$ cat src/core/epc_pkg.sv
// constants, state codes and address windows of the exception priority controller.
// assumes a single 200 MHz core clock and a 32-bit vector table word.
package epc_pkg;
  localparam int EPC_NUM_IRQ = 34;
  localparam int EPC_IRQ_VEC_BASE = 16;
  localparam int EPC_PRI_W = 3;
  localparam int EPC_SUB_W = 2;
  localparam int EPC_KEY_W = 5;
  localparam int EPC_VEC_W = 6;
  localparam int EPC_DATA_W = 32;

  localparam logic [EPC_VEC_W-1:0] EPC_VEC_STACK = 6'h00;
  localparam logic [EPC_VEC_W-1:0] EPC_VEC_RESET = 6'h01;
  localparam logic [EPC_VEC_W-1:0] EPC_VEC_NMI = 6'h02;
  localparam logic [EPC_VEC_W-1:0] EPC_VEC_HARD = 6'h03;
  localparam logic [EPC_VEC_W-1:0] EPC_VEC_MEM = 6'h04;
  localparam logic [EPC_VEC_W-1:0] EPC_VEC_BUS = 6'h05;
  localparam logic [EPC_VEC_W-1:0] EPC_VEC_USAGE = 6'h06;
  localparam logic [EPC_VEC_W-1:0] EPC_VEC_SVC = 6'h0B;
  localparam logic [EPC_VEC_W-1:0] EPC_VEC_DBGMON = 6'h0C;
  localparam logic [EPC_VEC_W-1:0] EPC_VEC_PENDABLE_SERVICE_REQUEST = 6'h0E;
  localparam logic [EPC_VEC_W-1:0] EPC_VEC_TICK = 6'h0F;
  localparam logic [EPC_VEC_W-1:0] EPC_VEC_IRQ0 = 6'h10;

  // rank keys: smaller is more urgent; fixed ones sit above every settable level
  localparam logic [EPC_KEY_W-1:0] EPC_KEY_RESET = 5'h00;
  localparam logic [EPC_KEY_W-1:0] EPC_KEY_NMI = 5'h01;
  localparam logic [EPC_KEY_W-1:0] EPC_KEY_HARD = 5'h02;
  localparam logic [EPC_KEY_W-1:0] EPC_KEY_SET_BASE = 5'h08;
  localparam logic [EPC_KEY_W-1:0] EPC_KEY_BASE = 5'h1F;
  localparam logic [EPC_PRI_W-1:0] EPC_PRI_RESET = 3'h0;
  localparam logic [EPC_PRI_W-1:0] EPC_PRI_FULL_MASK = 3'h7;

  typedef enum logic [2:0] {
    EPC_ST_SP = 3'h0,
    EPC_ST_RVEC = 3'h1,
    EPC_ST_RUN = 3'h2,
    EPC_ST_ENTRY = 3'h3,
    EPC_ST_POP = 3'h4
  } epc_state_type;

  // memory regions; flash and sram sizes come from the top module
  localparam logic [31:0] EPC_FLASH_BASE = 32'h0000_0000;
  localparam logic [31:0] EPC_FLASH_SPAN = 32'h0004_0000;
  localparam logic [31:0] EPC_SRAM_BASE = 32'h2000_0000;
  localparam logic [31:0] EPC_SRAM_SPAN = 32'h0001_0000;
  localparam int EPC_NUM_RANGES = 17;
  localparam logic [31:0] EPC_RANGE_LO [EPC_NUM_RANGES] = '{
    32'h2200_0000, 32'h4000_0000, 32'h4000_4000, 32'h4000_C000, 32'h4002_0000,
    32'h4002_4000, 32'h4002_8000, 32'h4002_C000, 32'h4003_0000, 32'h4003_8000,
    32'h4003_C000, 32'h4004_8000, 32'h400F_C000, 32'h4200_0000, 32'hE000_0000,
    32'hE000_E000, 32'hE004_0000};
  localparam logic [31:0] EPC_RANGE_HI [EPC_NUM_RANGES] = '{
    32'h221F_FFFF, 32'h4000_0FFF, 32'h4000_8FFF, 32'h4000_EFFF, 32'h4002_0FFF,
    32'h4002_6FFF, 32'h4002_8FFF, 32'h4002_CFFF, 32'h4003_2FFF, 32'h4003_8FFF,
    32'h4003_CFFF, 32'h4004_8FFF, 32'h400F_EFFF, 32'h43FF_FFFF, 32'hE000_2FFF,
    32'hE000_EFFF, 32'hE004_0FFF};
endpackage

$ cat src/core/epc_arbiter.sv
// combinational pick of the most urgent requester by rank key.
// assumes keys are stable for the cycle; equal keys resolve to the lower index.
`timescale 1ns/10ps
`default_nettype none
module epc_arbiter #(
  parameter int N = 50,
  parameter int KW = 5,
  parameter int IW = 6
) (
  input wire logic [N-1:0] req_i,
  input wire logic [N-1:0][KW-1:0] key_i,
  output logic found_o,
  output logic [IW-1:0] idx_o,
  output logic [KW-1:0] key_o
);
  always_comb
  begin
    found_o = 1'b0;
    idx_o = '0;
    key_o = '1;
    // ascending scan with strict compare keeps the lower position on ties
    for (int i = 0; i < N; i++)
    begin
      if (req_i[i] && (!found_o || key_i[i] < key_o))
      begin
        found_o = 1'b1;
        idx_o = IW'(i);
        key_o = key_i[i];
      end
    end
  end
endmodule // epc_arbiter
`default_nettype wire

$ cat src/core/epc_sync.sv
// three-stage synchroniser bank for asynchronous request lines.
// assumes inputs may change at any time relative to clk_sys_i.
`timescale 1ns/10ps
`default_nettype none
module epc_sync #(
  parameter int W = 34
) (
  input wire logic clk_sys_i,
  input wire logic rst_i,
  input wire logic [W-1:0] async_i,
  output logic [W-1:0] level_o
);
  typedef struct packed {
    logic [W-1:0] s1;
    logic [W-1:0] s2;
    logic [W-1:0] s3;
    logic [W-1:0] filt;
  } epc_sync_state_type;

  epc_sync_state_type s_r;
  epc_sync_state_type s_nxt;

  always_comb
  begin
    s_nxt = s_r;
    s_nxt.s1 = async_i;
    s_nxt.s2 = s_r.s1;
    s_nxt.s3 = s_r.s2;
    // a change is accepted only when stages two and three agree
    s_nxt.filt = (s_r.s2 & s_r.s3) | (s_r.filt & (s_r.s2 | s_r.s3));
  end

  always_ff @(posedge clk_sys_i or posedge rst_i)
  begin
    if (rst_i)
      s_r <= '0;
    else
      s_r <= s_nxt;
  end

  assign level_o = s_r.filt;
endmodule // epc_sync
`default_nettype wire

$ cat src/core/epc_top.sv
// exception priority controller: pends, ranks and dispatches exceptions to the core.
// assumes the core answers vector reads, stack pushes and pops with one-cycle strobes.
`timescale 1ns/10ps
`default_nettype none
// Contract
// - eight levels for seven system handlers and 34 peripheral lines
// - settable level 0 still ranks below reset, nmi and hard fault
// - all settable priority fields reset to level 0
// - equal levels resolve to the lower vector position first
// - reset is vector 1 at -3, drops to base at first instruction
// - nmi is vector 2 at -2, set only by software write
// - hard fault vector 3 at -1 takes faults that cannot activate
// - stack pointer loaded from table entry 0 before execution
// - memory, bus, usage faults on vectors 4, 5, 6 with settable priority
// - bus fault enableable, precise or imprecise reporting
// - supervisor call 11, pendable service 14, system tick 15
// - debug monitor 12 only when enabled, not halting, and urgent enough
// - peripheral requests asynchronous on vectors 16 and up, settable
// - per-line set-enable and priority; handlers use own priority fields
// - priority split in preempt and sub part; only preempt decides nesting
// - entry pushes state and fetches vector together; return restores
// - pending exception at return is entered without pop and push
// - reserved space or absent flash or sram access gives a bus fault
// - peripheral line n maps to vector n plus 16
module epc_top
  import epc_pkg::*;
#(
  parameter int NUM_IRQ = epc_pkg::EPC_NUM_IRQ,
  parameter logic [31:0] FLASH_BYTES = epc_pkg::EPC_FLASH_SPAN,
  parameter logic [31:0] SRAM_BYTES = epc_pkg::EPC_SRAM_SPAN
) (
  input wire logic clk_sys_i,
  input wire logic rst_i,
  input wire logic [NUM_IRQ-1:0] irq_i,
  input wire logic [NUM_IRQ-1:0] irq_en_set_i,
  input wire logic [NUM_IRQ-1:0] irq_en_clr_i,
  input wire logic [NUM_IRQ-1:0] irq_pend_clr_i,
  input wire logic pri_wr_i,
  input wire logic [epc_pkg::EPC_VEC_W-1:0] pri_wr_vec_i,
  input wire logic [epc_pkg::EPC_PRI_W-1:0] pri_wr_level_i,
  input wire logic [epc_pkg::EPC_SUB_W-1:0] sub_bits_i,
  input wire logic nmi_set_i,
  input wire logic pendable_service_request_set_i,
  input wire logic tick_i,
  input wire logic svc_i,
  input wire logic fault_mem_i,
  input wire logic fault_usage_i,
  input wire logic fault_bus_precise_i,
  input wire logic fault_bus_imprecise_i,
  input wire logic bus_fault_en_i,
  input wire logic dbg_mon_req_i,
  input wire logic dbg_mon_en_i,
  input wire logic halting_i,
  input wire logic acc_valid_i,
  input wire logic [31:0] acc_addr_i,
  input wire logic first_instr_i,
  input wire logic exc_return_i,
  input wire logic vtab_ack_i,
  input wire logic [epc_pkg::EPC_DATA_W-1:0] vtab_data_i,
  input wire logic push_done_i,
  input wire logic pop_done_i,
  output logic vtab_rd_o,
  output logic [epc_pkg::EPC_VEC_W-1:0] vtab_idx_o,
  output logic push_req_o,
  output logic pop_req_o,
  output logic [epc_pkg::EPC_DATA_W-1:0] sp_o,
  output logic sp_load_o,
  output logic [epc_pkg::EPC_DATA_W-1:0] pc_o,
  output logic pc_load_o,
  output logic handler_mode_o,
  output logic tail_chain_o,
  output logic [epc_pkg::EPC_VEC_W-1:0] active_vec_o,
  output logic acc_fault_o,
  output logic [epc_pkg::EPC_IRQ_VEC_BASE+NUM_IRQ-1:0] pend_o,
  output logic [epc_pkg::EPC_IRQ_VEC_BASE+NUM_IRQ-1:0] active_o
);
  import epc_pkg::*;

  localparam int NV = EPC_IRQ_VEC_BASE + NUM_IRQ;

  typedef struct packed {
    epc_state_type state;
    logic [NV-1:0][EPC_PRI_W-1:0] pri;
    logic [NUM_IRQ-1:0] irq_en;
    logic [NV-1:0] pend;
    logic [NV-1:0] act;
    logic reset_act;
    logic pushed;
    logic fetched;
    logic tail;
    logic sp_load;
    logic pc_load;
    logic handler_mode;
    logic acc_fault;
    logic [EPC_VEC_W-1:0] cur_vec;
    logic [EPC_VEC_W-1:0] vtab_idx;
    logic [EPC_DATA_W-1:0] sp;
    logic [EPC_DATA_W-1:0] pc;
  } epc_core_state_type;

  // every priority field starts at level 0
  localparam epc_core_state_type EPC_RESET_VAL = '{
    state: EPC_ST_SP, reset_act: 1'b1, default: '0};

  epc_core_state_type s_r;
  epc_core_state_type s_nxt;

  logic [NUM_IRQ-1:0] irq_level;
  logic [NV-1:0][EPC_KEY_W-1:0] fkey;
  logic [NV-1:0][EPC_KEY_W-1:0] pkey;
  logic [NV-1:0] pend_elig;
  logic [NV-1:0] act_view;
  logic win_found;
  logic [EPC_VEC_W-1:0] win_idx;
  logic [EPC_KEY_W-1:0] win_key;
  logic act_found;
  logic [EPC_VEC_W-1:0] act_idx;
  logic [EPC_KEY_W-1:0] act_key;
  logic [EPC_KEY_W-1:0] exec_key;
  logic returning;

  // fixed ranks sit above the settable range, so level 0 is fourth
  function automatic logic [EPC_KEY_W-1:0] key_of(input logic [EPC_VEC_W-1:0] v,
    input logic [EPC_PRI_W-1:0] p, input logic [EPC_SUB_W-1:0] sb, input logic pre);
    logic [EPC_PRI_W-1:0] m;
    m = pre ? EPC_PRI_FULL_MASK << sb : EPC_PRI_FULL_MASK;
    if (v == EPC_VEC_RESET)
      key_of = EPC_KEY_RESET;
    else if (v == EPC_VEC_NMI)
      key_of = EPC_KEY_NMI;
    else if (v == EPC_VEC_HARD)
      key_of = EPC_KEY_HARD;
    else
      key_of = EPC_KEY_SET_BASE + {{(EPC_KEY_W-EPC_PRI_W){1'b0}}, p & m};
  endfunction

  function automatic logic settable(input logic [EPC_VEC_W-1:0] v);
    settable = (v == EPC_VEC_MEM) || (v == EPC_VEC_BUS) || (v == EPC_VEC_USAGE)
      || (v == EPC_VEC_SVC) || (v == EPC_VEC_DBGMON) || (v == EPC_VEC_PENDABLE_SERVICE_REQUEST)
      || (v == EPC_VEC_TICK) || (v >= EPC_VEC_IRQ0 && v < EPC_VEC_W'(NV));
  endfunction

  function automatic logic addr_fault(input logic [31:0] a);
    logic hit;
    hit = (a - EPC_FLASH_BASE) < FLASH_BYTES;
    hit = hit || (a >= EPC_SRAM_BASE && (a - EPC_SRAM_BASE) < SRAM_BYTES);
    for (int k = 0; k < EPC_NUM_RANGES; k++)
      hit = hit || (a >= EPC_RANGE_LO[k] && a <= EPC_RANGE_HI[k]);
    addr_fault = !hit;
  endfunction

  // peripheral lines are asynchronous to the core clock
  epc_sync #(
    .W(NUM_IRQ)
  ) u_irq_sync (
    .clk_sys_i(clk_sys_i),
    .rst_i(rst_i),
    .async_i(irq_i),
    .level_o(irq_level)
  );

  always_comb
  begin
    for (int i = 0; i < NV; i++)
    begin
      fkey[i] = key_of(EPC_VEC_W'(i), s_r.pri[i], sub_bits_i, 1'b0);
      pkey[i] = key_of(EPC_VEC_W'(i), s_r.pri[i], sub_bits_i, 1'b1);
    end
  end

  // a returning handler no longer holds the execution level
  assign returning = (s_r.state == EPC_ST_RUN) && s_r.handler_mode && exc_return_i;
  always_comb
  begin
    act_view = s_r.act;
    if (returning)
      act_view[s_r.cur_vec] = 1'b0;
    pend_elig = s_r.pend;
    if (!bus_fault_en_i)
      pend_elig[EPC_VEC_BUS] = 1'b0;
  end

  // full key ranks pending sources; lower position wins ties
  epc_arbiter #(
    .N(NV),
    .KW(EPC_KEY_W),
    .IW(EPC_VEC_W)
  ) u_pend_arb (
    .req_i(pend_elig),
    .key_i(fkey),
    .found_o(win_found),
    .idx_o(win_idx),
    .key_o(win_key)
  );

  // only the preempt part sets the current execution level
  epc_arbiter #(
    .N(NV),
    .KW(EPC_KEY_W),
    .IW(EPC_VEC_W)
  ) u_act_arb (
    .req_i(act_view),
    .key_i(pkey),
    .found_o(act_found),
    .idx_o(act_idx),
    .key_o(act_key)
  );

  assign exec_key = s_r.reset_act ? EPC_KEY_RESET : (act_found ? act_key : EPC_KEY_BASE);

  always_comb
  begin
    logic [NV-1:0] ev_set;
    logic [NV-1:0] ev_clr;
    logic bus_ev;
    logic take;
    ev_set = '0;
    ev_clr = '0;
    bus_ev = 1'b0;
    take = 1'b0;
    s_nxt = s_r;
    s_nxt.sp_load = 1'b0;
    s_nxt.pc_load = 1'b0;
    s_nxt.acc_fault = 1'b0;

    if (pri_wr_i && settable(pri_wr_vec_i))
      s_nxt.pri[pri_wr_vec_i] = pri_wr_level_i;
    s_nxt.irq_en = (s_r.irq_en | irq_en_set_i) & ~irq_en_clr_i;
    if (first_instr_i)
      s_nxt.reset_act = 1'b0;

    for (int i = 0; i < NUM_IRQ; i++)
    begin
      ev_set[EPC_IRQ_VEC_BASE + i] = irq_level[i] & s_r.irq_en[i];
      ev_clr[EPC_IRQ_VEC_BASE + i] = irq_pend_clr_i[i];
    end
    ev_set[EPC_VEC_NMI] = nmi_set_i;
    ev_set[EPC_VEC_PENDABLE_SERVICE_REQUEST] = pendable_service_request_set_i;
    ev_set[EPC_VEC_TICK] = tick_i;
    ev_set[EPC_VEC_SVC] = svc_i;
    if (dbg_mon_req_i && dbg_mon_en_i && !halting_i && pkey[EPC_VEC_DBGMON] < exec_key)
      ev_set[EPC_VEC_DBGMON] = 1'b1;

    // synchronous faults that cannot activate escalate to hard fault
    if (fault_mem_i)
      ev_set[(pkey[EPC_VEC_MEM] < exec_key) ? EPC_VEC_MEM : EPC_VEC_HARD] = 1'b1;
    if (fault_usage_i)
      ev_set[(pkey[EPC_VEC_USAGE] < exec_key) ? EPC_VEC_USAGE : EPC_VEC_HARD] = 1'b1;
    if (acc_valid_i && addr_fault(acc_addr_i))
    begin
      s_nxt.acc_fault = 1'b1;
      bus_ev = 1'b1;
    end
    if (fault_bus_precise_i || bus_ev)
      take = bus_fault_en_i && pkey[EPC_VEC_BUS] < exec_key;
    // an imprecise fault may wait for its turn while enabled
    if (fault_bus_imprecise_i && bus_fault_en_i)
      ev_set[EPC_VEC_BUS] = 1'b1;
    if (fault_bus_precise_i || bus_ev || (fault_bus_imprecise_i && !bus_fault_en_i))
      ev_set[take ? EPC_VEC_BUS : EPC_VEC_HARD] = 1'b1;

    unique case (s_r.state)
      EPC_ST_SP:
      begin
        s_nxt.vtab_idx = EPC_VEC_STACK;
        if (vtab_ack_i)
        begin
          s_nxt.sp = vtab_data_i;
          s_nxt.sp_load = 1'b1;
          s_nxt.vtab_idx = EPC_VEC_RESET;
          s_nxt.state = EPC_ST_RVEC;
        end
      end
      EPC_ST_RVEC:
      begin
        if (vtab_ack_i)
        begin
          s_nxt.pc = vtab_data_i;
          s_nxt.pc_load = 1'b1;
          s_nxt.state = EPC_ST_RUN;
        end
      end
      EPC_ST_RUN:
      begin
        if (returning)
          s_nxt.act[s_r.cur_vec] = 1'b0;
        if (win_found && pkey[win_idx] < exec_key)
        begin
          // at return this skips the pop and the next push
          s_nxt.tail = returning;
          s_nxt.state = EPC_ST_ENTRY;
          s_nxt.cur_vec = win_idx;
          s_nxt.vtab_idx = win_idx;
          s_nxt.act[win_idx] = 1'b1;
          s_nxt.pushed = 1'b0;
          s_nxt.fetched = 1'b0;
          ev_clr[win_idx] = 1'b1;
        end
        else if (returning)
          s_nxt.state = EPC_ST_POP;
      end
      EPC_ST_ENTRY:
      begin
        if (push_done_i)
          s_nxt.pushed = 1'b1;
        if (vtab_ack_i)
        begin
          s_nxt.fetched = 1'b1;
          s_nxt.pc = vtab_data_i;
        end
        if ((s_r.pushed || s_r.tail || push_done_i) && (s_r.fetched || vtab_ack_i))
        begin
          s_nxt.pc_load = 1'b1;
          s_nxt.handler_mode = 1'b1;
          s_nxt.tail = 1'b0;
          s_nxt.state = EPC_ST_RUN;
        end
      end
      EPC_ST_POP:
      begin
        if (pop_done_i)
        begin
          s_nxt.handler_mode = act_found;
          s_nxt.cur_vec = act_found ? act_idx : EPC_VEC_STACK;
          s_nxt.state = EPC_ST_RUN;
        end
      end
      default:
        s_nxt.state = EPC_ST_SP;
    endcase

    // a new request in the cycle of its clear is kept
    s_nxt.pend = ev_set | (s_r.pend & ~ev_clr);
  end

  always_ff @(posedge clk_sys_i or posedge rst_i)
  begin
    if (rst_i)
      s_r <= EPC_RESET_VAL;
    else
      s_r <= s_nxt;
  end

  // vector read and stack push run side by side during entry
  assign vtab_rd_o = (s_r.state == EPC_ST_SP) || (s_r.state == EPC_ST_RVEC)
    || ((s_r.state == EPC_ST_ENTRY) && !s_r.fetched);
  assign push_req_o = (s_r.state == EPC_ST_ENTRY) && !s_r.pushed && !s_r.tail;
  assign pop_req_o = (s_r.state == EPC_ST_POP);
  assign vtab_idx_o = s_r.vtab_idx;
  assign sp_o = s_r.sp;
  assign sp_load_o = s_r.sp_load;
  assign pc_o = s_r.pc;
  assign pc_load_o = s_r.pc_load;
  assign handler_mode_o = s_r.handler_mode;
  assign tail_chain_o = s_r.tail;
  assign active_vec_o = s_r.cur_vec;
  assign acc_fault_o = s_r.acc_fault;
  assign pend_o = s_r.pend;
  assign active_o = s_r.act;
endmodule // epc_top
`default_nettype wire

$ cat config.mk
export PLATFORM = sky130hd
export DESIGN_NAME = epc_top
export DESIGN_NICKNAME = d
export VERILOG_FILES = /design/src/core/epc_pkg.sv /design/src/core/epc_arbiter.sv /design/src/core/epc_sync.sv /design/src/core/epc_top.sv
export SDC_FILE = /design/constraint.sdc
export NUM_CORES = 2
export LEC_CHECK = 0
export ABC_CLOCK_PERIOD_IN_PS = 78500
export BUFFER_PORTS_ARGS = -buffer_cell sky130_fd_sc_hd__buf_4
export CORE_ASPECT_RATIO = 0.6
export CORE_MARGIN = 5
export CORE_UTILIZATION = 34
export DETAILED_ROUTE_END_ITERATION = 16
export GPL_TIMING_DRIVEN = 0
export PLACE_DENSITY = 0.58
export SLEW_MARGIN = 20
export SYNTH_ARGS = -nofsm -noshare
export SYNTH_HDL_FRONTEND = slang
export SYNTH_SLANG_ARGS = --single-unit
$ cat constraint.sdc
create_clock -name clk_sys_i -period 78.5 [get_ports clk_sys_i]
set_clock_uncertainty 0.05 [all_clocks]
set_input_delay 11.775 -clock clk_sys_i [delete_from_list [all_inputs] [get_ports clk_sys_i]]
set_output_delay 11.775 -clock clk_sys_i [all_outputs]
set_load 0.1 [all_outputs]
==> results.toml <==
[sta]
tns_ps = -1170
drv_slew = 6
rsz0062_at_grt = "yes"
slew_headroom_pct = -3.24
setup-violations-final = 14
fmax_mhz = 12.7
whs_ps = 288
hold_viol_final = 0
fin_crit_ps = 78670
setup_ws_ps = -170
period_share_pct = 100
worstMarginPinSlew_ps = 1550

[routing]
wl_per_cell_um = 26.7
drc = 0
drt-initial-drc-count = 5043
via_per_inst = 6.00
routed_wl_um = 189000
antenna_left = 0
num_vias = 42358
drtPass1Iterations = 8

[yosys]
synth_seq_cells = 498
synth_enable_flop_cells = 0
ys_warn_count = 0
synth_nets = 4885
yosysSeqAreaShare_pct = 33.1
synthTopCellsByArea = "dfrtp_1, ha_1, mux2_2"
yosysTopAreaCell = "dfrtp_1"
yosysUniqueCellTypes = 108
async_flop_share_pct = 100
synthFlopType = "dfrtp_1"
synth_cells = 4455
yosys.area.top_type_share_pct = 33.0
syn_area_per_cell_sq_um = 8.45
synth_area_sq_mm = 0.0376

[critical_path]
crit_path_end_kind = "flip-flop"
reg2reg_slack_ps = 6710
worst_path_most_repeated_cell = "ha_4"
worstPathMaxFanout = 10
cp_slowest_cell = "a2111o_1"
path_class = "input pin to flip-flop"
cp.depth = 374
r2r-start = "pend_o[3]$_DFF_PP0_"
crit_path_start = "exc_return_i"
crit_arrival_ps = 79170
cpLargestDelayFamily = "compound AO/OA/AOI/OAI gates"
crit_buf_inv = 40
slowest_delay_ps = 430
worstPathRequired_ps = 79000
crit_end = "pend_o[23]$_DFF_PP0_"
r2r_cells = 384
start_kind = "input pin"
rr_endpoint = "pend_o[23]$_DFF_PP0_"

[die]
coreArea_sq_mm = 0.110
io_pins = 416
die_h_um = 268
row_count = 94
start_util_pct = 34.3
die_area_sq_mm = 0.118
die_w_um = 439

[cells_and_area]
areaGrowthSynthToFinish_pct = 47.2
nNetsFinal = 5956
layout_common_cells = "buf_4, dfrtp_1, nand2_1"
drive_above_1_share_pct = 43.5
final_common_cell = "buf_4"

[power_and_ir_drop]
pwr-share-comb_pct = 56.8
p_switching_uw = 674
ir_drop_v = 0.0000378
cellInternalPower_uw = 748
swShare_pct = 47.4
power_frac_seq_pct = 23.2
power.density_mw_per_mm2 = 25.7
p_leak_nw = 24.6
clockPowerShare_pct = 20.0

[hold_path]
min_delay_path_depth = 0
holdCritPathClass = "flip-flop to flip-flop"

[clock_network]
cts_buffers = 55
clock_latency_ps = 720
cts_tree = "yes"
cts-root-buf = "clkbuf_16"
cts_buffer_depth = 3
htreeDepth = 2
cts_sinks = 498
ctsHoldBuffers = 0
clkTransAtPathRegs_ps = 60

[global_routing]
grt_remaining_overflow = 0
grt_max_degree = 97
grt_usage_pct = 29.6
grt_pass1_vias = 37816
grt_pass1_wl_um = 260000
antenna_found_initial = 10

[outcome]
violations = "capacitance limit, slew limit, setup timing"
status = "complete, but fails checks"

[flow_run]
maxCapViolCount = 1

[placement]
dp_hpwl_um = 139000
gp_congestion = 1.02
portBuffers = 410
Yosys cell counts, drive strengths merged (57+ instances only):
cell	count
buf	210
inv	228
o21ai	308
mux2	192
o211ai	67
nand3	106
and2	74
ha	198
nor3	103
a21o	67
o21a	92
a211oi	57
clkbuf	122
a21oi	266
nand2	493
a31oi	59
dfrtp	497
nor2	392
nand2b	83
worst reg2reg max path, delay by kind of cell, from the launching register on:
family | cells | cell delay (ps)
flip-flops | 1 | 500
multiplexers | 13 | 3870
AO/OA/AOI/OAI | 183 | 32640
buffers and inverters | 34 | 5730
adder cells (fa/ha/maj) | 47 | 11900
AND/OR/NAND/NOR | 107 | 16920
cell families (layout without fill, tap and decap cells):
| group | Yosys count | in the layout | share of synthesized area (%) |
|---|---|---|---|
| compound gates | 1369 | 1369 | 25.1 |
| xor+xnor | 2 | 2 | 0.0466 |
| fa+ha+maj | 232 | 232 | 7.49 |
| buf+inv | 560 | 1676 | 7.47 |
| flops | 498 | 498 | 33.1 |
| mux | 218 | 218 | 6.44 |
| other cells | 0 | 5 | 0 |
| simple gates | 1576 | 1576 | 20.3 |
final cells by class:
cell class                      instances  area [sq um]
Inverter                              228           872
Fill cell                           10226         54300
Tap cell                             1488          1860
Clock buffer                           69          1510
Sequential cell                       498         12500
Antenna cell                            5          12.5
Multi-Input combinational cell       3397         27900
Timing Repair Buffer                 1024          8100
Buffer                                322          2220
Clock inverter                         33           417
per-stage QoR:
stage	instances	power, mW	cell area [sq um]	util [%]	setup slack [ps]
detailed placement	6369	0.950	43200	39.3	-17600
CTS	6812	1.31	50200	45.8	21.0
floorplan	4455	0.770	37800	-	19.3
global route	7060	1.47	55400	50.5	-2210
global placement	6353	0.941	42800	39.0	-16830
finish	7064	1.42	55400	50.5	-170
repair_timing:
| item | 4_1_cts | 5_1_grt |
|---|---|---|
| buffers inserted | 346 | 254 |
| pin swaps | 234 | 541 |
| gates resized for setup | 601 | 694 |
| gates cloned | 1 | 1 |
| setup endpoints to repair | 118 | 118 |
layer usage:
| metal | track usage (%) | share of wire (%) | routed length (um) |
|---|---|---|---|
| met5 | 0 | 0.10 | 193 |
| met4 | 8.07 | 3.1 | 5860 |
| met3 | 12.0 | 14 | 26200 |
| met2 | 39.1 | 39 | 73900 |
| met1 | 43.9 | 44 | 82800 |
how the worst min path moves through the flow:
stage | from | endpoint | slack (ps)
floorplan | u_irq_sync.s_nxt[68]$_DFF_PP0_ | u_irq_sync.s_nxt[34]$_DFF_PP0_ | 280
global placement | u_irq_sync.s_nxt[79]$_DFF_PP0_ | u_irq_sync.s_nxt[45]$_DFF_PP0_ | 280
detailed placement | u_irq_sync.s_nxt[76]$_DFF_PP0_ | u_irq_sync.s_nxt[42]$_DFF_PP0_ | 280
CTS | u_irq_sync.s_nxt[88]$_DFF_PP0_ | u_irq_sync.s_nxt[54]$_DFF_PP0_ | 290
global route | u_irq_sync.s_nxt[88]$_DFF_PP0_ | u_irq_sync.s_nxt[54]$_DFF_PP0_ | 300
finish | u_irq_sync.s_nxt[88]$_DFF_PP0_ | u_irq_sync.s_nxt[54]$_DFF_PP0_ | 290
sequential cells by signal, summed over array words and instances (netlist names), 32 cells and up:
register and count:
active_o 50, pc_o 32, pend_o 50, s_r 181
sp_o 32, u_irq_sync.level_o 34, u_irq_sync.s_nxt 68, u_irq_sync.s_r 34
power groups by stage:
stage	Combinational [mW]	Clock (mW)	Sequential (mW)
2_1_floorplan	0.447	0	0.322
5_1_grt	0.837	0.300	0.334
3_3_place_gp	0.610	0	0.331
4_1_cts	0.686	0.291	0.328
6_report	0.807	0.285	0.330
3_5_place_dp	0.618	0	0.332
Note: power is estimated with default switching activity, not from simulation.
